## src/rtl/hmsc_pkg.sv

```systemverilog
// Package of constants and types for the host modem signal control block
package hmsc_pkg;
  localparam int          CLK_HZ            = 100_000_000;
  localparam int          MS_CYCLES         = CLK_HZ / 1000;
  localparam int          BREAK_MS          = 100;
  localparam int          BREAK_CYCLES      = BREAK_MS * MS_CYCLES;
  localparam int          RETRY_MIN_MS      = 100;
  localparam int          RETRY_MAX_MS      = 15000;
  localparam logic [15:0] RETRY_RESET_MS    = 16'h07d0;
  localparam logic [15:0] DROP_RESET_MS     = 16'h0000;
  localparam logic [7:0]  ADR_CTRL          = 8'h00;
  localparam logic [7:0]  ADR_MAP           = 8'h04;
  localparam logic [7:0]  ADR_RETRY         = 8'h08;
  localparam logic [7:0]  ADR_DROP          = 8'h0c;
  localparam logic [7:0]  ADR_CMD           = 8'h10;
  localparam logic [7:0]  ADR_STATUS        = 8'h14;
  localparam logic [7:0]  ADR_IRQ_STAT      = 8'h18;
  localparam logic [7:0]  ADR_IRQ_EN        = 8'h1c;
  localparam logic [7:0]  ADR_IRQ_CLR       = 8'h20;
  localparam logic [7:0]  ADR_GPIO          = 8'h24;
  localparam logic [31:0] CTRL_RESET        = 32'h0000_0000;
  localparam logic [31:0] MAP_RESET         = 32'h0000_e4e4;
  localparam int          CTRL_RING_OUT     = 0;
  localparam int          CTRL_CARR_OUT     = 1;
  localparam int          CTRL_PURE_HOST    = 2;
  localparam int          CTRL_CABLE        = 3;
  localparam int          CTRL_DROP_MODE    = 4;
  localparam int          CTRL_PEER_SET     = 5;
  localparam int          CTRL_MASTER       = 6;
  localparam int          CTRL_OSC_EN       = 7;
  localparam int          CTRL_OSC_SEL      = 8;
  localparam int          CMD_CONNECT       = 0;
  localparam int          CMD_PAIRABLE      = 1;
  localparam int          CMD_DISCOVER      = 2;
  localparam int          CMD_ANSWER        = 3;
  localparam int          CMD_HANGUP        = 4;
  localparam int          CMD_ENTER_DATA    = 5;
  localparam int          EV_ERROR          = 0;
  localparam int          EV_RING           = 1;
  localparam int          EV_CONNECT        = 2;
  localparam int          EV_DROP           = 3;
  localparam int          EV_CMD_STATE      = 4;
  localparam int          EV_RETRY          = 5;
  localparam int          NUM_EV            = 6;

  typedef enum logic [2:0] {
    HMSC_IDLE    = 3'b000,
    HMSC_RINGING = 3'b001,
    HMSC_DIALING = 3'b010,
    HMSC_DATA    = 3'b011,
    HMSC_COMMAND = 3'b100,
    HMSC_WAIT    = 3'b101
  } hmsc_state_t;

  function automatic logic [31:0] hmsc_ms_to_cycles(input logic [15:0] ms);
    hmsc_ms_to_cycles = 32'(ms) * 32'(MS_CYCLES);
  endfunction
endpackage

```

## src/rtl/hmsc_break_det.sv

```systemverilog
// Break detector on the receive line, asks for full reset
`timescale 1ns/1ps
`default_nettype none
module hmsc_break_det
  import hmsc_pkg::*;
#(
  parameter int BREAK_LEN = BREAK_CYCLES
) (
  input  wire logic clk,
  input  wire logic reset,
  input  wire logic rx_low,
  output logic      break_reset
);
  logic [31:0] count;
  logic [31:0] next_count;
  logic        next_break_reset;

  always_comb begin
    next_count       = count;
    next_break_reset = 1'b0;
    if (!rx_low) begin
      next_count = 32'h0;
    end else if (count > 32'(BREAK_LEN)) begin
      next_break_reset = 1'b1;
    end else begin
      next_count = count + 32'h1;
    end
  end

  always_ff @(posedge clk) begin
    if (reset) begin
      count       <= 32'h0;
      break_reset <= 1'b0;
    end else begin
      count       <= next_count;
      break_reset <= next_break_reset;
    end
  end
endmodule // hmsc_break_det
`default_nettype wire

```

## src/rtl/hmsc_osc_div.sv

```systemverilog
// Divided oscillator clock output, 8/16/24/48 MHz of a 48 MHz source
`timescale 1ns/1ps
`default_nettype none
module hmsc_osc_div
  import hmsc_pkg::*;
(
  input  wire logic       clk,
  input  wire logic       reset,
  input  wire logic       enable,
  input  wire logic [1:0] sel,
  input  wire logic       osc_in,
  output logic            osc_out
);
  // Source assumed synchronous to clk as a toggling enable
  logic [2:0] phase;
  logic [2:0] next_phase;
  logic [2:0] limit;
  logic       next_out;

  always_comb begin
    // Period minus one, in source ticks: 5, 2, 1 or 0
    case (sel)
      2'h0:    limit = 3'h5;
      2'h1:    limit = 3'h2;
      2'h2:    limit = 3'h1;
      default: limit = 3'h0;
    endcase
    next_phase = phase;
    next_out   = osc_out;
    if (!enable) begin
      next_phase = 3'h0;
      next_out   = 1'b0;
    end else if (limit == 3'h0) begin
      next_out = osc_in; // Full rate passes the source through
    end else if (osc_in) begin
      next_phase = (phase >= limit) ? 3'h0 : phase + 3'h1;
      // High for first half of period; odd divide runs long high
      next_out   = (next_phase <= (limit >> 1));
    end
  end

  always_ff @(posedge clk) begin
    if (reset) begin
      phase   <= 3'h0;
      osc_out <= 1'b0;
    end else begin
      phase   <= next_phase;
      osc_out <= next_out;
    end
  end
endmodule // hmsc_osc_div
`default_nettype wire

```

## src/rtl/hmsc_top.sv

```systemverilog
// Modem control and status line logic with Wishbone register slave
//
// Decided for this implementation: register access over Wishbone and the address map.
`timescale 1ns/1ps
`default_nettype none
module hmsc_top
  import hmsc_pkg::*;
#(
  parameter int BREAK_LEN = BREAK_CYCLES
) (
  input  wire logic        clk,
  input  wire logic        reset,
  input  wire logic        wb_cyc_i,
  input  wire logic        wb_stb_i,
  input  wire logic        wb_we_i,
  input  wire logic [7:0]  wb_adr_i,
  input  wire logic [3:0]  wb_sel_i,
  input  wire logic [31:0] wb_dat_i,
  output logic      [31:0] wb_dat_o,
  output logic             wb_ack_o,
  input  wire logic        host_presence_pin_n,
  input  wire logic        clear_to_send_n,
  output logic             request_to_send_n,
  input  wire logic        rx_line,
  input  wire logic        rx_room,
  input  wire logic        serial_ring_line_i,
  output logic             serial_ring_line_o,
  output logic             serial_ring_line_oe_n,
  input  wire logic        serial_carrier_line_i,
  output logic             serial_carrier_line_o,
  output logic             serial_carrier_line_oe_n,
  input  wire logic        gp_or_terminal_ready_pin_i,
  output logic             gp_or_terminal_ready_pin_o,
  output logic             gp_or_terminal_ready_pin_oe_n,
  input  wire logic        link_incoming,
  input  wire logic [7:0]  link_incoming_id,
  input  wire logic        link_up,
  input  wire logic        link_fail,
  input  wire logic [3:0]  remote_bits,
  output logic      [3:0]  local_bits,
  output logic             link_open,
  output logic             link_close,
  output logic             link_accept,
  output logic             break_forward,
  output logic             tx_allowed,
  input  wire logic        osc_tick,
  output logic             osc_out,
  output logic             irq,
  output logic             full_reset
);
  // Pin sync, two flops; only stage two is read
  logic [4:0] sync1;
  logic [4:0] sync2;
  always_ff @(posedge clk) begin
    if (reset) begin
      sync1 <= 5'h1f;
      sync2 <= 5'h1f;
    end else begin
      sync1 <= {host_presence_pin_n, clear_to_send_n, rx_line, serial_ring_line_i, serial_carrier_line_i};
      sync2 <= sync1;
    end
  end
  logic dsr_on;
  logic cts_on;
  logic ri_in;
  logic dcd_in;
  assign dsr_on = ~sync2[4];
  assign cts_on = ~sync2[3];
  assign ri_in  = ~sync2[1];
  assign dcd_in = ~sync2[0];

  // Registers
  logic [31:0]      ctrl;
  logic [31:0]      map;
  logic [15:0]      retry_ms;
  logic [15:0]      drop_ms;
  logic [7:0]       peer_id;
  logic [7:0]       gpio;
  logic [NUM_EV-1:0] ev_stat;
  logic [NUM_EV-1:0] ev_en;
  logic [31:0]      next_ctrl;
  logic [31:0]      next_map;
  logic [15:0]      next_retry_ms;
  logic [15:0]      next_drop_ms;
  logic [7:0]       next_peer_id;
  logic [7:0]       next_gpio;
  logic [NUM_EV-1:0] next_ev_stat;
  logic [NUM_EV-1:0] next_ev_en;
  logic [NUM_EV-1:0] ev;
  logic [31:0]      next_dat;
  logic             next_ack;
  logic             wr;
  logic [5:0]       cmd;

  assign wr  = wb_cyc_i & wb_stb_i & wb_we_i & ~wb_ack_o & wb_sel_i[0];
  assign cmd = (wr && wb_adr_i == ADR_CMD) ? wb_dat_i[5:0] : 6'h0;

  // Connection state
  hmsc_state_t state;
  hmsc_state_t next_state;
  logic [31:0] timer;
  logic [31:0] next_timer;
  logic [31:0] retry_cycles;
  logic [15:0] retry_clamped;
  logic        connected;
  logic        dsr_prev;
  logic        next_open;
  logic        next_close;
  logic        next_accept;
  logic        peer_ok;

  always_comb begin
    if (retry_ms < 16'(RETRY_MIN_MS))
      retry_clamped = 16'(RETRY_MIN_MS);
    else if (retry_ms > 16'(RETRY_MAX_MS))
      retry_clamped = 16'(RETRY_MAX_MS);
    else
      retry_clamped = retry_ms;
  end
  assign retry_cycles = hmsc_ms_to_cycles(retry_clamped);
  assign connected    = (state == HMSC_DATA) || (state == HMSC_COMMAND);
  assign peer_ok      = !ctrl[CTRL_PEER_SET] || (link_incoming_id == peer_id);

  always_comb begin
    next_state  = state;
    next_timer  = timer;
    next_open   = 1'b0;
    next_close  = 1'b0;
    next_accept = 1'b0;
    ev          = '0;
    case (state)
      HMSC_IDLE: begin
        if (link_incoming && peer_ok) begin
          next_state = HMSC_RINGING;
          ev[EV_RING] = 1'b1;
        end else if (cmd[CMD_CONNECT] || cmd[CMD_PAIRABLE] || cmd[CMD_DISCOVER]) begin
          if (!dsr_on) begin
            ev[EV_ERROR] = 1'b1;
          end else if (cmd[CMD_CONNECT]) begin
            next_state = HMSC_DIALING;
            next_open  = 1'b1;
          end
        end else if (ctrl[CTRL_CABLE] && ctrl[CTRL_MASTER] && dsr_on) begin
          next_state = HMSC_DIALING;
          next_open  = 1'b1;
        end
      end
      HMSC_RINGING: begin
        if (cmd[CMD_ANSWER]) begin
          next_state  = HMSC_DATA;
          next_accept = 1'b1;
          ev[EV_CONNECT] = 1'b1;
        end else if (cmd[CMD_HANGUP] || !link_incoming) begin
          next_state = HMSC_IDLE;
          next_close = 1'b1;
        end else if (ctrl[CTRL_CABLE] && !ctrl[CTRL_MASTER]) begin
          next_state  = HMSC_DATA;
          next_accept = 1'b1;
          ev[EV_CONNECT] = 1'b1;
        end
      end
      HMSC_DIALING: begin
        if (link_up) begin
          next_state = HMSC_DATA;
          ev[EV_CONNECT] = 1'b1;
        end else if (link_fail || cmd[CMD_HANGUP]) begin
          next_state = (ctrl[CTRL_CABLE] && !cmd[CMD_HANGUP]) ? HMSC_WAIT : HMSC_IDLE;
          next_timer = 32'h0;
        end
      end
      HMSC_WAIT: begin
        next_timer = timer + 32'h1;
        if (timer >= retry_cycles - 32'h1) begin
          next_state = HMSC_DIALING;
          next_open  = 1'b1;
          ev[EV_RETRY] = 1'b1;
        end
      end
      HMSC_DATA: begin
        if (!dsr_on && (ctrl[CTRL_DROP_MODE] || !ctrl[CTRL_CABLE])) begin
          next_state = HMSC_COMMAND;
          next_timer = 32'h0;
          ev[EV_CMD_STATE] = 1'b1;
        end
      end
      HMSC_COMMAND: begin
        next_timer = dsr_on ? 32'h0 : timer + 32'h1;
        if (cmd[CMD_ENTER_DATA] && dsr_on) begin
          next_state = HMSC_DATA;
        end else if (cmd[CMD_HANGUP] ||
                     (!dsr_on && drop_ms != 16'h0 && timer >= hmsc_ms_to_cycles(drop_ms))) begin
          next_state = HMSC_IDLE;
          next_close = 1'b1;
          ev[EV_DROP] = 1'b1;
        end
      end
      default: next_state = HMSC_IDLE;
    endcase
    if (connected && !link_up && state != HMSC_DIALING) begin
      // Link lost: cable mode master retries, else idle
      next_state = ctrl[CTRL_CABLE] && ctrl[CTRL_MASTER] ? HMSC_WAIT : HMSC_IDLE;
      next_timer = 32'h0;
      ev[EV_DROP] = 1'b1;
    end
  end

  always_ff @(posedge clk) begin
    if (reset) begin
      state       <= HMSC_IDLE;
      timer       <= 32'h0;
      link_open   <= 1'b0;
      link_close  <= 1'b0;
      link_accept <= 1'b0;
      dsr_prev    <= 1'b0;
    end else begin
      state       <= next_state;
      timer       <= next_timer;
      link_open   <= next_open;
      link_close  <= next_close;
      link_accept <= next_accept;
      dsr_prev    <= dsr_on;
    end
  end

  // Local modem lines; map register routes remote bits
  logic [3:0] next_local;
  logic       next_ri;
  logic       next_dcd;
  logic       next_dtr;
  always_comb begin
    next_local = '0;
    for (int i = 0; i < 4; i++) begin
      next_local[map[2*i +: 2]] = next_local[map[2*i +: 2]] | remote_bits[i];
    end
    next_ri  = (state == HMSC_RINGING) | (map[8] & next_local[3]);
    next_dcd = connected | (map[9] & next_local[2]);
    next_dtr = ctrl[CTRL_PURE_HOST] ? connected : gpio[0];
  end

  always_ff @(posedge clk) begin
    if (reset) begin
      local_bits                 <= 4'h0;
      serial_ring_line_o         <= 1'b1;
      serial_carrier_line_o      <= 1'b1;
      gp_or_terminal_ready_pin_o <= 1'b1;
      request_to_send_n          <= 1'b1;
      tx_allowed                 <= 1'b0;
    end else begin
      local_bits                 <= next_local;
      serial_ring_line_o         <= ~next_ri;
      serial_carrier_line_o      <= ~next_dcd;
      gp_or_terminal_ready_pin_o <= ~next_dtr;
      request_to_send_n          <= ~rx_room;
      tx_allowed                 <= cts_on;
    end
  end
  assign serial_ring_line_oe_n         = ~ctrl[CTRL_RING_OUT];
  assign serial_carrier_line_oe_n      = ~ctrl[CTRL_CARR_OUT];
  assign gp_or_terminal_ready_pin_oe_n = ~(ctrl[CTRL_PURE_HOST] | gpio[1]);
  assign break_forward                 = 1'b0;

  hmsc_break_det #(
    .BREAK_LEN (BREAK_LEN)
  ) u_break (
    .clk         (clk),
    .reset       (reset),
    .rx_low      (~sync2[2]),
    .break_reset (full_reset)
  );

  hmsc_osc_div u_osc (
    .clk     (clk),
    .reset   (reset),
    .enable  (ctrl[CTRL_OSC_EN]),
    .sel     (ctrl[CTRL_OSC_SEL +: 2]),
    .osc_in  (osc_tick),
    .osc_out (osc_out)
  );

  // Register file
  always_comb begin
    next_ctrl     = ctrl;
    next_map      = map;
    next_retry_ms = retry_ms;
    next_drop_ms  = drop_ms;
    next_peer_id  = peer_id;
    next_gpio     = gpio;
    next_ev_en    = ev_en;
    next_ev_stat  = ev_stat;
    if (wr) begin
      case (wb_adr_i)
        ADR_CTRL:   next_ctrl     = wb_dat_i;
        ADR_MAP:    next_map      = wb_dat_i;
        ADR_RETRY:  next_retry_ms = wb_dat_i[15:0];
        ADR_DROP:   begin
          next_drop_ms = wb_dat_i[15:0];
          next_peer_id = wb_dat_i[23:16];
        end
        ADR_IRQ_EN: next_ev_en    = wb_dat_i[NUM_EV-1:0];
        ADR_IRQ_CLR: next_ev_stat = ev_stat & ~wb_dat_i[NUM_EV-1:0];
        ADR_GPIO:   next_gpio     = wb_dat_i[7:0];
        default:    next_gpio     = gpio;
      endcase
    end
    next_ev_stat = next_ev_stat | ev; // Set wins over clear
    next_dat = 32'h0;
    case (wb_adr_i)
      ADR_CTRL:     next_dat = ctrl;
      ADR_MAP:      next_dat = map;
      ADR_RETRY:    next_dat = {16'h0, retry_ms};
      ADR_DROP:     next_dat = {8'h0, peer_id, drop_ms};
      ADR_STATUS:   next_dat = {22'h0, gp_or_terminal_ready_pin_i, dcd_in, ri_in, cts_on, dsr_on,
                                dsr_prev, 1'b0, state};
      ADR_IRQ_STAT: next_dat = {26'h0, ev_stat};
      ADR_IRQ_EN:   next_dat = {26'h0, ev_en};
      ADR_GPIO:     next_dat = {24'h0, gpio};
      default:      next_dat = 32'h0;
    endcase
    next_ack = wb_cyc_i & wb_stb_i & ~wb_ack_o;
  end

  always_ff @(posedge clk) begin
    if (reset) begin
      ctrl     <= CTRL_RESET;
      map      <= MAP_RESET;
      retry_ms <= RETRY_RESET_MS;
      drop_ms  <= DROP_RESET_MS;
      peer_id  <= 8'h0;
      gpio     <= 8'h0;
      ev_stat  <= '0;
      ev_en    <= '0;
      wb_dat_o <= 32'h0;
      wb_ack_o <= 1'b0;
      irq      <= 1'b0;
    end else begin
      ctrl     <= next_ctrl;
      map      <= next_map;
      retry_ms <= next_retry_ms;
      drop_ms  <= next_drop_ms;
      peer_id  <= next_peer_id;
      gpio     <= next_gpio;
      ev_stat  <= next_ev_stat;
      ev_en    <= next_ev_en;
      wb_dat_o <= next_dat;
      wb_ack_o <= next_ack;
      irq      <= |(next_ev_stat & next_ev_en);
    end
  end
endmodule // hmsc_top
`default_nettype wire

```

## config.mk

```make
export PLATFORM = sky130hd
export DESIGN_NAME = hmsc_top
export DESIGN_NICKNAME = d
export VERILOG_FILES = /design/src/rtl/hmsc_pkg.sv /design/src/rtl/hmsc_break_det.sv /design/src/rtl/hmsc_osc_div.sv /design/src/rtl/hmsc_top.sv
export SDC_FILE = /design/constraint.sdc
export NUM_CORES = 1
export LEC_CHECK = 0
export ABC_CLOCK_PERIOD_IN_PS = 11100
export BUFFER_PORTS_ARGS = -buffer_cell sky130_fd_sc_hd__buf_2
export CAP_MARGIN = 20
export CORE_MARGIN = 2
export CORE_UTILIZATION = 46
export DETAILED_ROUTE_END_ITERATION = 7
export GPL_ROUTABILITY_DRIVEN = 0
export GPL_TIMING_DRIVEN = 0
export PLACE_DENSITY = 0.74
export SETUP_SLACK_MARGIN = 0.2
export SLEW_MARGIN = 20
export SYNTH_ARGS = -nofsm -noshare
export SYNTH_HDL_FRONTEND = slang
export SYNTH_HIERARCHICAL = 1
export SYNTH_SLANG_ARGS = --single-unit
```

## constraint.sdc

```tcl
create_clock -name clk -period 11.1 [get_ports clk]
set_input_delay 1.11 -clock clk [delete_from_list [all_inputs] [get_ports clk]]
set_output_delay 1.11 -clock clk [all_outputs]
set_load 0.02 [all_outputs]
```

After elaboration in Yosys (flattened, before gate mapping)
Cells that the tools add are included.
{"block": "totals", "reg_bits": 253, "in_bits": 72, "output_inout_bits": 52, "word_cells": 246}
{"block": "op_classes", "add_sub_neg": 4, "mul": 2, "magnitude_cmp": 15, "eq_ne": 29, "muxes": 83, "bitwise_logic": 34, "n_reduce_logical": 50}
{"operator": "$pmux 32 s8", "count": 1}
{"operator": "$mux 32", "count": 4}
{"operator": "$pmux 32 s4", "count": 1}
{"operator": "$add 32x1->32 const B", "count": 2}
{"operator": "$ge 32x32->1", "count": 2}
{"operator": "$mul 16x12->27 const B", "count": 2}
{"operator": "$mux 3", "count": 18}
{"operator": "$mux 1", "count": 35}
{"operator": "$eq 8x5->1 const B", "count": 4}
{"operator": "$gt 32x24->1 const B", "count": 1}
{"operator": "$mux 16", "count": 2}
{"operator": "$sub 32x1->32 const B", "count": 1}
{"operator": "$mux 6", "count": 5}
{"operator": "$ne 5x5->1 const B", "count": 4}
{"operator": "$pmux 3 s6", "count": 1}
{"operator": "$eq 8x4->1 const B", "count": 2}
{"operator": "$eq 8x6->1 const B", "count": 2}
{"operator": "$gt 16x14->1 const B", "count": 1}
{"operator": "$logic_and 1x1->1", "count": 16}
{"operator": "$lt 16x7->1 const B", "count": 1}
{"operator": "$reduce_bool 16->1", "count": 1}
{"operator": "$not 1->1", "count": 15}
{"operator": "$and 6x6->6", "count": 2}
{"operator": "$bwmux 4", "count": 3}
{"operator": "other kinds (41)", "count": 91}

Logic depth before layout (Yosys ltp)
{"block": "depth", "depth_word": 20, "ltp_mapped": 36, "depth_no_buf": 34}

Modules after synthesis
The synthesis kept the hierarchy.
{"mod": "hmsc_top", "instances": 1, "cells_each": 2109, "area_per_inst_um2": 17491.8, "seq_area_each_um2": 4324.1}
{"mod": "hmsc_break_det", "instances": 1, "cells_each": 176, "area_per_inst_um2": 1560.2, "seq_area_each_um2": 660.6}
{"mod": "hmsc_osc_div", "instances": 1, "cells_each": 41, "area_per_inst_um2": 344.1, "seq_area_each_um2": 80.1}

Least setup slack after synthesis
Ideal clock, no wire load.
{"block": "synth_path", "kind": "register to register", "startpoint": "register retry_ms[5]", "endpoint": "register irq", "setup_ps": 122, "arrival_time_ps": 7883, "required_ps": 10978, "path_slack_ps": 3096, "path_stages_with_launch": 33, "path_buffers": 1, "synth_period_minus_slack_ps": 8004, "path_cell_list": "dfxtp_1 > a211oi_1 > nor3_1 > a2111oi_0 > clkbuf_1 > a21boi_0 > ha_1 > ha_1 > inv_1 > fa_1 > inv_1 > fa_1 > inv_1 > fa_1 > inv_1 > ha_1 > a21o_1 > a41oi_2 > xnor2_1 > or3_4 > or3b_4 > nor4_1 > xnor2_1 > ha_1 > a21o_1 > a21oi_1 > nor2b_1 > o21ai_0 > a21oi_1 > o21a_1 > nor4_1 > o21ai_0 > a221o_1"}
{"block": "synth_via", "elab_chain_len": 11, "word_cells_on_any_way": 12, "cone_classes": "1 x add/sub; 1 x mul; 3 x order compare; 4 x mux; 2 x bitwise; 1 x reduce/logical"}
{"item": "start: declaration", "line_no": "hmsc_top.sv:75", "source": "logic [15:0] retry_ms;"}
{"item": "start signal: assignment", "line_no": "hmsc_top.sv:338", "source": "retry_ms <= next_retry_ms;"}
{"item": "$gt 16x14->1", "line_no": "hmsc_top.sv:115", "source": "else if (retry_ms > 16'(RETRY_MAX_MS))"}
{"item": "$mux 16", "line_no": "hmsc_top.sv:115"}
{"item": "$mux 16 (*)", "line_no": "hmsc_top.sv:113", "source": "if (retry_ms < 16'(RETRY_MIN_MS))"}
{"item": "$mul 16x12->27 (*)", "line_no": "hmsc_pkg.sv:56", "source": "hmsc_ms_to_cycles = 32'(ms) * 32'(MS_CYCLES);"}
{"item": "$sub 32x1->32 (*)", "line_no": "hmsc_top.sv:173", "source": "if (timer >= retry_cycles - 32'h1) begin"}
{"item": "$ge 32x32->1 (*)", "line_no": "hmsc_top.sv:173"}
{"item": "$mux 1 (*)", "line_no": "hmsc_top.sv:173"}
{"item": "$mux 1 (*)", "line_no": "hmsc_top.sv:131", "source": "case (state)"}
{"item": "$or 6x6->6 (*)", "line_no": "hmsc_top.sv:305", "source": "next_ev_stat = next_ev_stat | ev;"}
{"item": "$and 6x6->6 (*)", "line_no": "hmsc_top.sv:346", "source": "irq <= |(next_ev_stat & next_ev_en);"}
{"item": "$reduce_or 6->1 (*)", "line_no": "hmsc_top.sv:346"}
{"item": "end signal: assignment", "line_no": "hmsc_top.sv:346"}
{"item": "end: declaration", "line_no": "hmsc_top.sv:48", "source": "output logic irq,"}
Mark *: on every way between the ends. The rest lies on a longest branch, timed or not.
A chain may end at the register's enable or synchronous reset.

Worst setup path after layout
Same ends and word-level chain as after synthesis.

==> metrics.yaml <==
fill_cells: 3837
cp-start-kind: "flop"
power_uw: 2200
crit_path_end_kind: "flop"
synthCells: 2326
initial_core_util: 0.464
hold_end: "sync2[1]$_SDFF_PP1_"
grt_first_pass_wirelength_mm: 84.6
clk_latency_ns: 0.54
setup_slack_ns: 1.55
synth_edf_count: 0
combPwrFrac: 0.139
skew_ns: 0.0122
cts-resized-gates: 0
crit_slowest_cell: "a2111oi_0"
synth_area_leaders: "dfxtp_1 (26%), ha_1 (17%), fa_1 (8.9%), nand2_1 (6.2%), inv_1 (5.1%)"
dp_hpwl_mm: 41.4
p_int_uw: 1620
io_buffers: 114
chipHeight_um: 209
timing.critical_path.buf_inv: 6
power_frac_seq: 0.423
netlist_area_mm2: 0.0194
drv_cap: 0
syn_area_per_cell_um2: 8.34
status: "finished with violations"
rsz0062_at_grt: "no"
area.sequential_mm2: 0.00506
numCtsBuffers: 27
clock-sinks: 253
cts_setup_buffers: 0
clk_pin_slew_ns: 0.07
layout_common_cells: "nand2_1 (321), ha_1 (270), inv_1 (262)"
dr.pass1.iters: 8
reg2reg_from: "retry_ms[5]$_SDFFE_PP0P_"
grt_pass1_vias: 16700
finalSetupViolCount: 0
r2r_setup_slack_ns: 1.55
ant_nets: 0
rows: 75
relSlewSlack: 0.407
p_leak_uw: 0.00977
antenna_found_initial: 2
synth_top_area_frac: 0.261
fin_crit_sh: 0.861
holdCritPathClass: "flop to flop"
root_buffer: "clkbuf_16"
cpMostUsedCell: "ha_1"
p_switching_uw: 586
cellPowerDensity_mw_per_mm2: 102
area_growth_pct: 11.6
io_pins: 124
nets: 2905
hold_viol_final: 0
grtUsageTotal: 0.234
postRouteWirelength_mm: 52.3
ctsLongestPathBuffers: 3
grt_max_degree: 15
multi_input_area_mm2: 0.0130
drt_first_iter_violations: 1423
seq_area_frac_synth: 0.261
die_w_um: 209
arrival_ns: 9.96
num_vias: 17200
path_class: "flop to flop"
pwr-share-clk: 0.438
postSynth.asyncResetShare: 0
max_stage_delay_ns: 0.66
ys_seq_elements: 253
ys.flop_type: "dfxtp_1"
final_common_cell: "nand2_1"
hp-start: "sync1[1]$_SDFF_PP1_"
violations: "DRC"
clock.fmax_ghz: 0.105
dieArea_mm2: 0.0438
min_period_ns: 9.55
synth_top_cell_by_area: "dfxtp_1"
via_per_inst: 5.66
drc: 12
tritoncts: "yes"
pre_cts_ws_ns: 1.67
vdd_ir_drop_max_mv: 0.120
critical_path.top_delay_family: "compound AO/OA/AOI/OAI gates"
core_mm2: 0.0418
hold_depth: 1
sw_frac_of_total: 0.266
tightest_slew_ns: 0.883
reg2reg_to: "irq$_SDFF_PP0_"
path_max_fanout: 10
h-tree-depth: 1
ys_types: 98
wire_per_inst_um: 17.2
setup_tns_ns: 0
grt_overflow: 0
hold_buffers: 0
antenna_cells: 0
drive_above_1_share: 0.0901
rr_worst_depth: 34
yosys_warnings: 6
final_max_slew_viol_count: 0
cp.required_ns: 11.50
registers in the layout (all words and copies together) (netlist names), 3 cells and up:
register / flops
retry_ms: 16
timer: 32
ev_en: 6
sync2: 5
gpio: 8
drop_ms: 16
ctrl: 32
sync1: 5
ev_stat: 6
map: 32
local_bits: 4
wb_dat_o: 32
u_osc/phase: 3
state: 3
peer_id: 8
u_break/count: 32
worst max path at each step:
stage | startpoint | to | slack (ns) | depth (start not counted)
after global placement | retry_ms[5]$_SDFFE_PP0P_ | irq$_SDFF_PP0_ | 1.51 | 32
final | retry_ms[5]$_SDFFE_PP0P_ | irq$_SDFF_PP0_ | 1.55 | 34
after global routing | retry_ms[5]$_SDFFE_PP0P_ | irq$_SDFF_PP0_ | 1.04 | 32
after CTS | retry_ms[5]$_SDFFE_PP0P_ | irq$_SDFF_PP0_ | 1.64 | 34
after floorplan | retry_ms[5]$_SDFFE_PP0P_ | irq$_SDFF_PP0_ | 3.10 | 32
after detailed placement | retry_ms[5]$_SDFFE_PP0P_ | irq$_SDFF_PP0_ | 1.67 | 34
logic make-up (layout without fill, tap and decap cells):
logic type,count (synthesis),after routing,share of synthesized area
compound gates,453,453,0.153
xor+xnor,117,117,0.0528
fa+ha+maj,356,356,0.263
buf+inv,353,515,0.0695
flops,253,253,0.261
mux,17,17,0.00890
other cells,2,10,0.000387
simple gates,775,775,0.191
metrics by stage:
| stage | util | hold slack (ns) | cells | cell area [µm²] |
|---|---|---|---|---|
| floorplan | - | 0.389 | 2334 | 19400 |
| global placement | 0.495 | 0.396 | 2987 | 20700 |
| detailed placement | 0.495 | 0.395 | 2987 | 20700 |
| CTS | 0.518 | 0.409 | 3035 | 21600 |
| global route | 0.518 | 0.417 | 3035 | 21600 |
| finish | 0.518 | 0.409 | 3035 | 21600 |
layer usage:
layer	track usage	routed length, µm
met1	0.310	22200
met2	0.390	24200
met3	0.0374	4020
met4	0.0783	1830
met5	0	29
power by group through the flow:
stage | Sequential [µW] | Clock, µW | Combinational (µW)
after detailed placement | 950 | 0 | 298
after floorplan | 953 | 0 | 207
after CTS | 930 | 973 | 300
final | 931 | 965 | 306
after global routing | 931 | 1010 | 336
after global placement | 950 | 0 | 290
Yosys cell counts (5+ instances only):
| library cell | instances |
|---|---|
| a31oi_1 | 17 |
| nand3_1 | 54 |
| clkbuf_1 | 83 |
| ha_1 | 270 |
| a21o_1 | 26 |
| a222oi_1 | 12 |
| a21boi_0 | 5 |
| nor2_1 | 159 |
| nand4_1 | 24 |
| a211oi_1 | 16 |
| xor2_1 | 45 |
| nor3b_1 | 5 |
| or4_1 | 5 |
| o21ai_0 | 39 |
| or2_2 | 19 |
| xnor2_1 | 72 |
| a221oi_1 | 5 |
| o21a_1 | 11 |
| nor3_1 | 36 |
| inv_1 | 262 |
| nor4_2 | 5 |
| nor4_1 | 13 |
| o211ai_1 | 11 |
| o21ai_1 | 10 |
| a22oi_1 | 39 |
| dfxtp_1 | 253 |
| o21bai_1 | 5 |
| and4_1 | 9 |
| mux2i_1 | 15 |
| a21oi_1 | 182 |
| o31ai_1 | 5 |
| and3_1 | 22 |
| nand2_1 | 321 |
| a31o_2 | 5 |
| and2_1 | 25 |
| nand3b_1 | 10 |
| nor2b_1 | 13 |
| o31a_1 | 5 |
| fa_1 | 86 |
| or3_1 | 11 |
| nand2b_1 | 20 |
area by class of cell:
class                      count  share of cell area
buffer                        91              0.0168
clock buffer                  32              0.0339
clock inverter                16              0.0103
inverter                     262              0.0454
multi-input combinational   1728               0.602
sequential                   253               0.234
tap                          539              0.0312
timing repair buffer         114              0.0264
No activity file was read; power rests on OpenSTA's default activity.
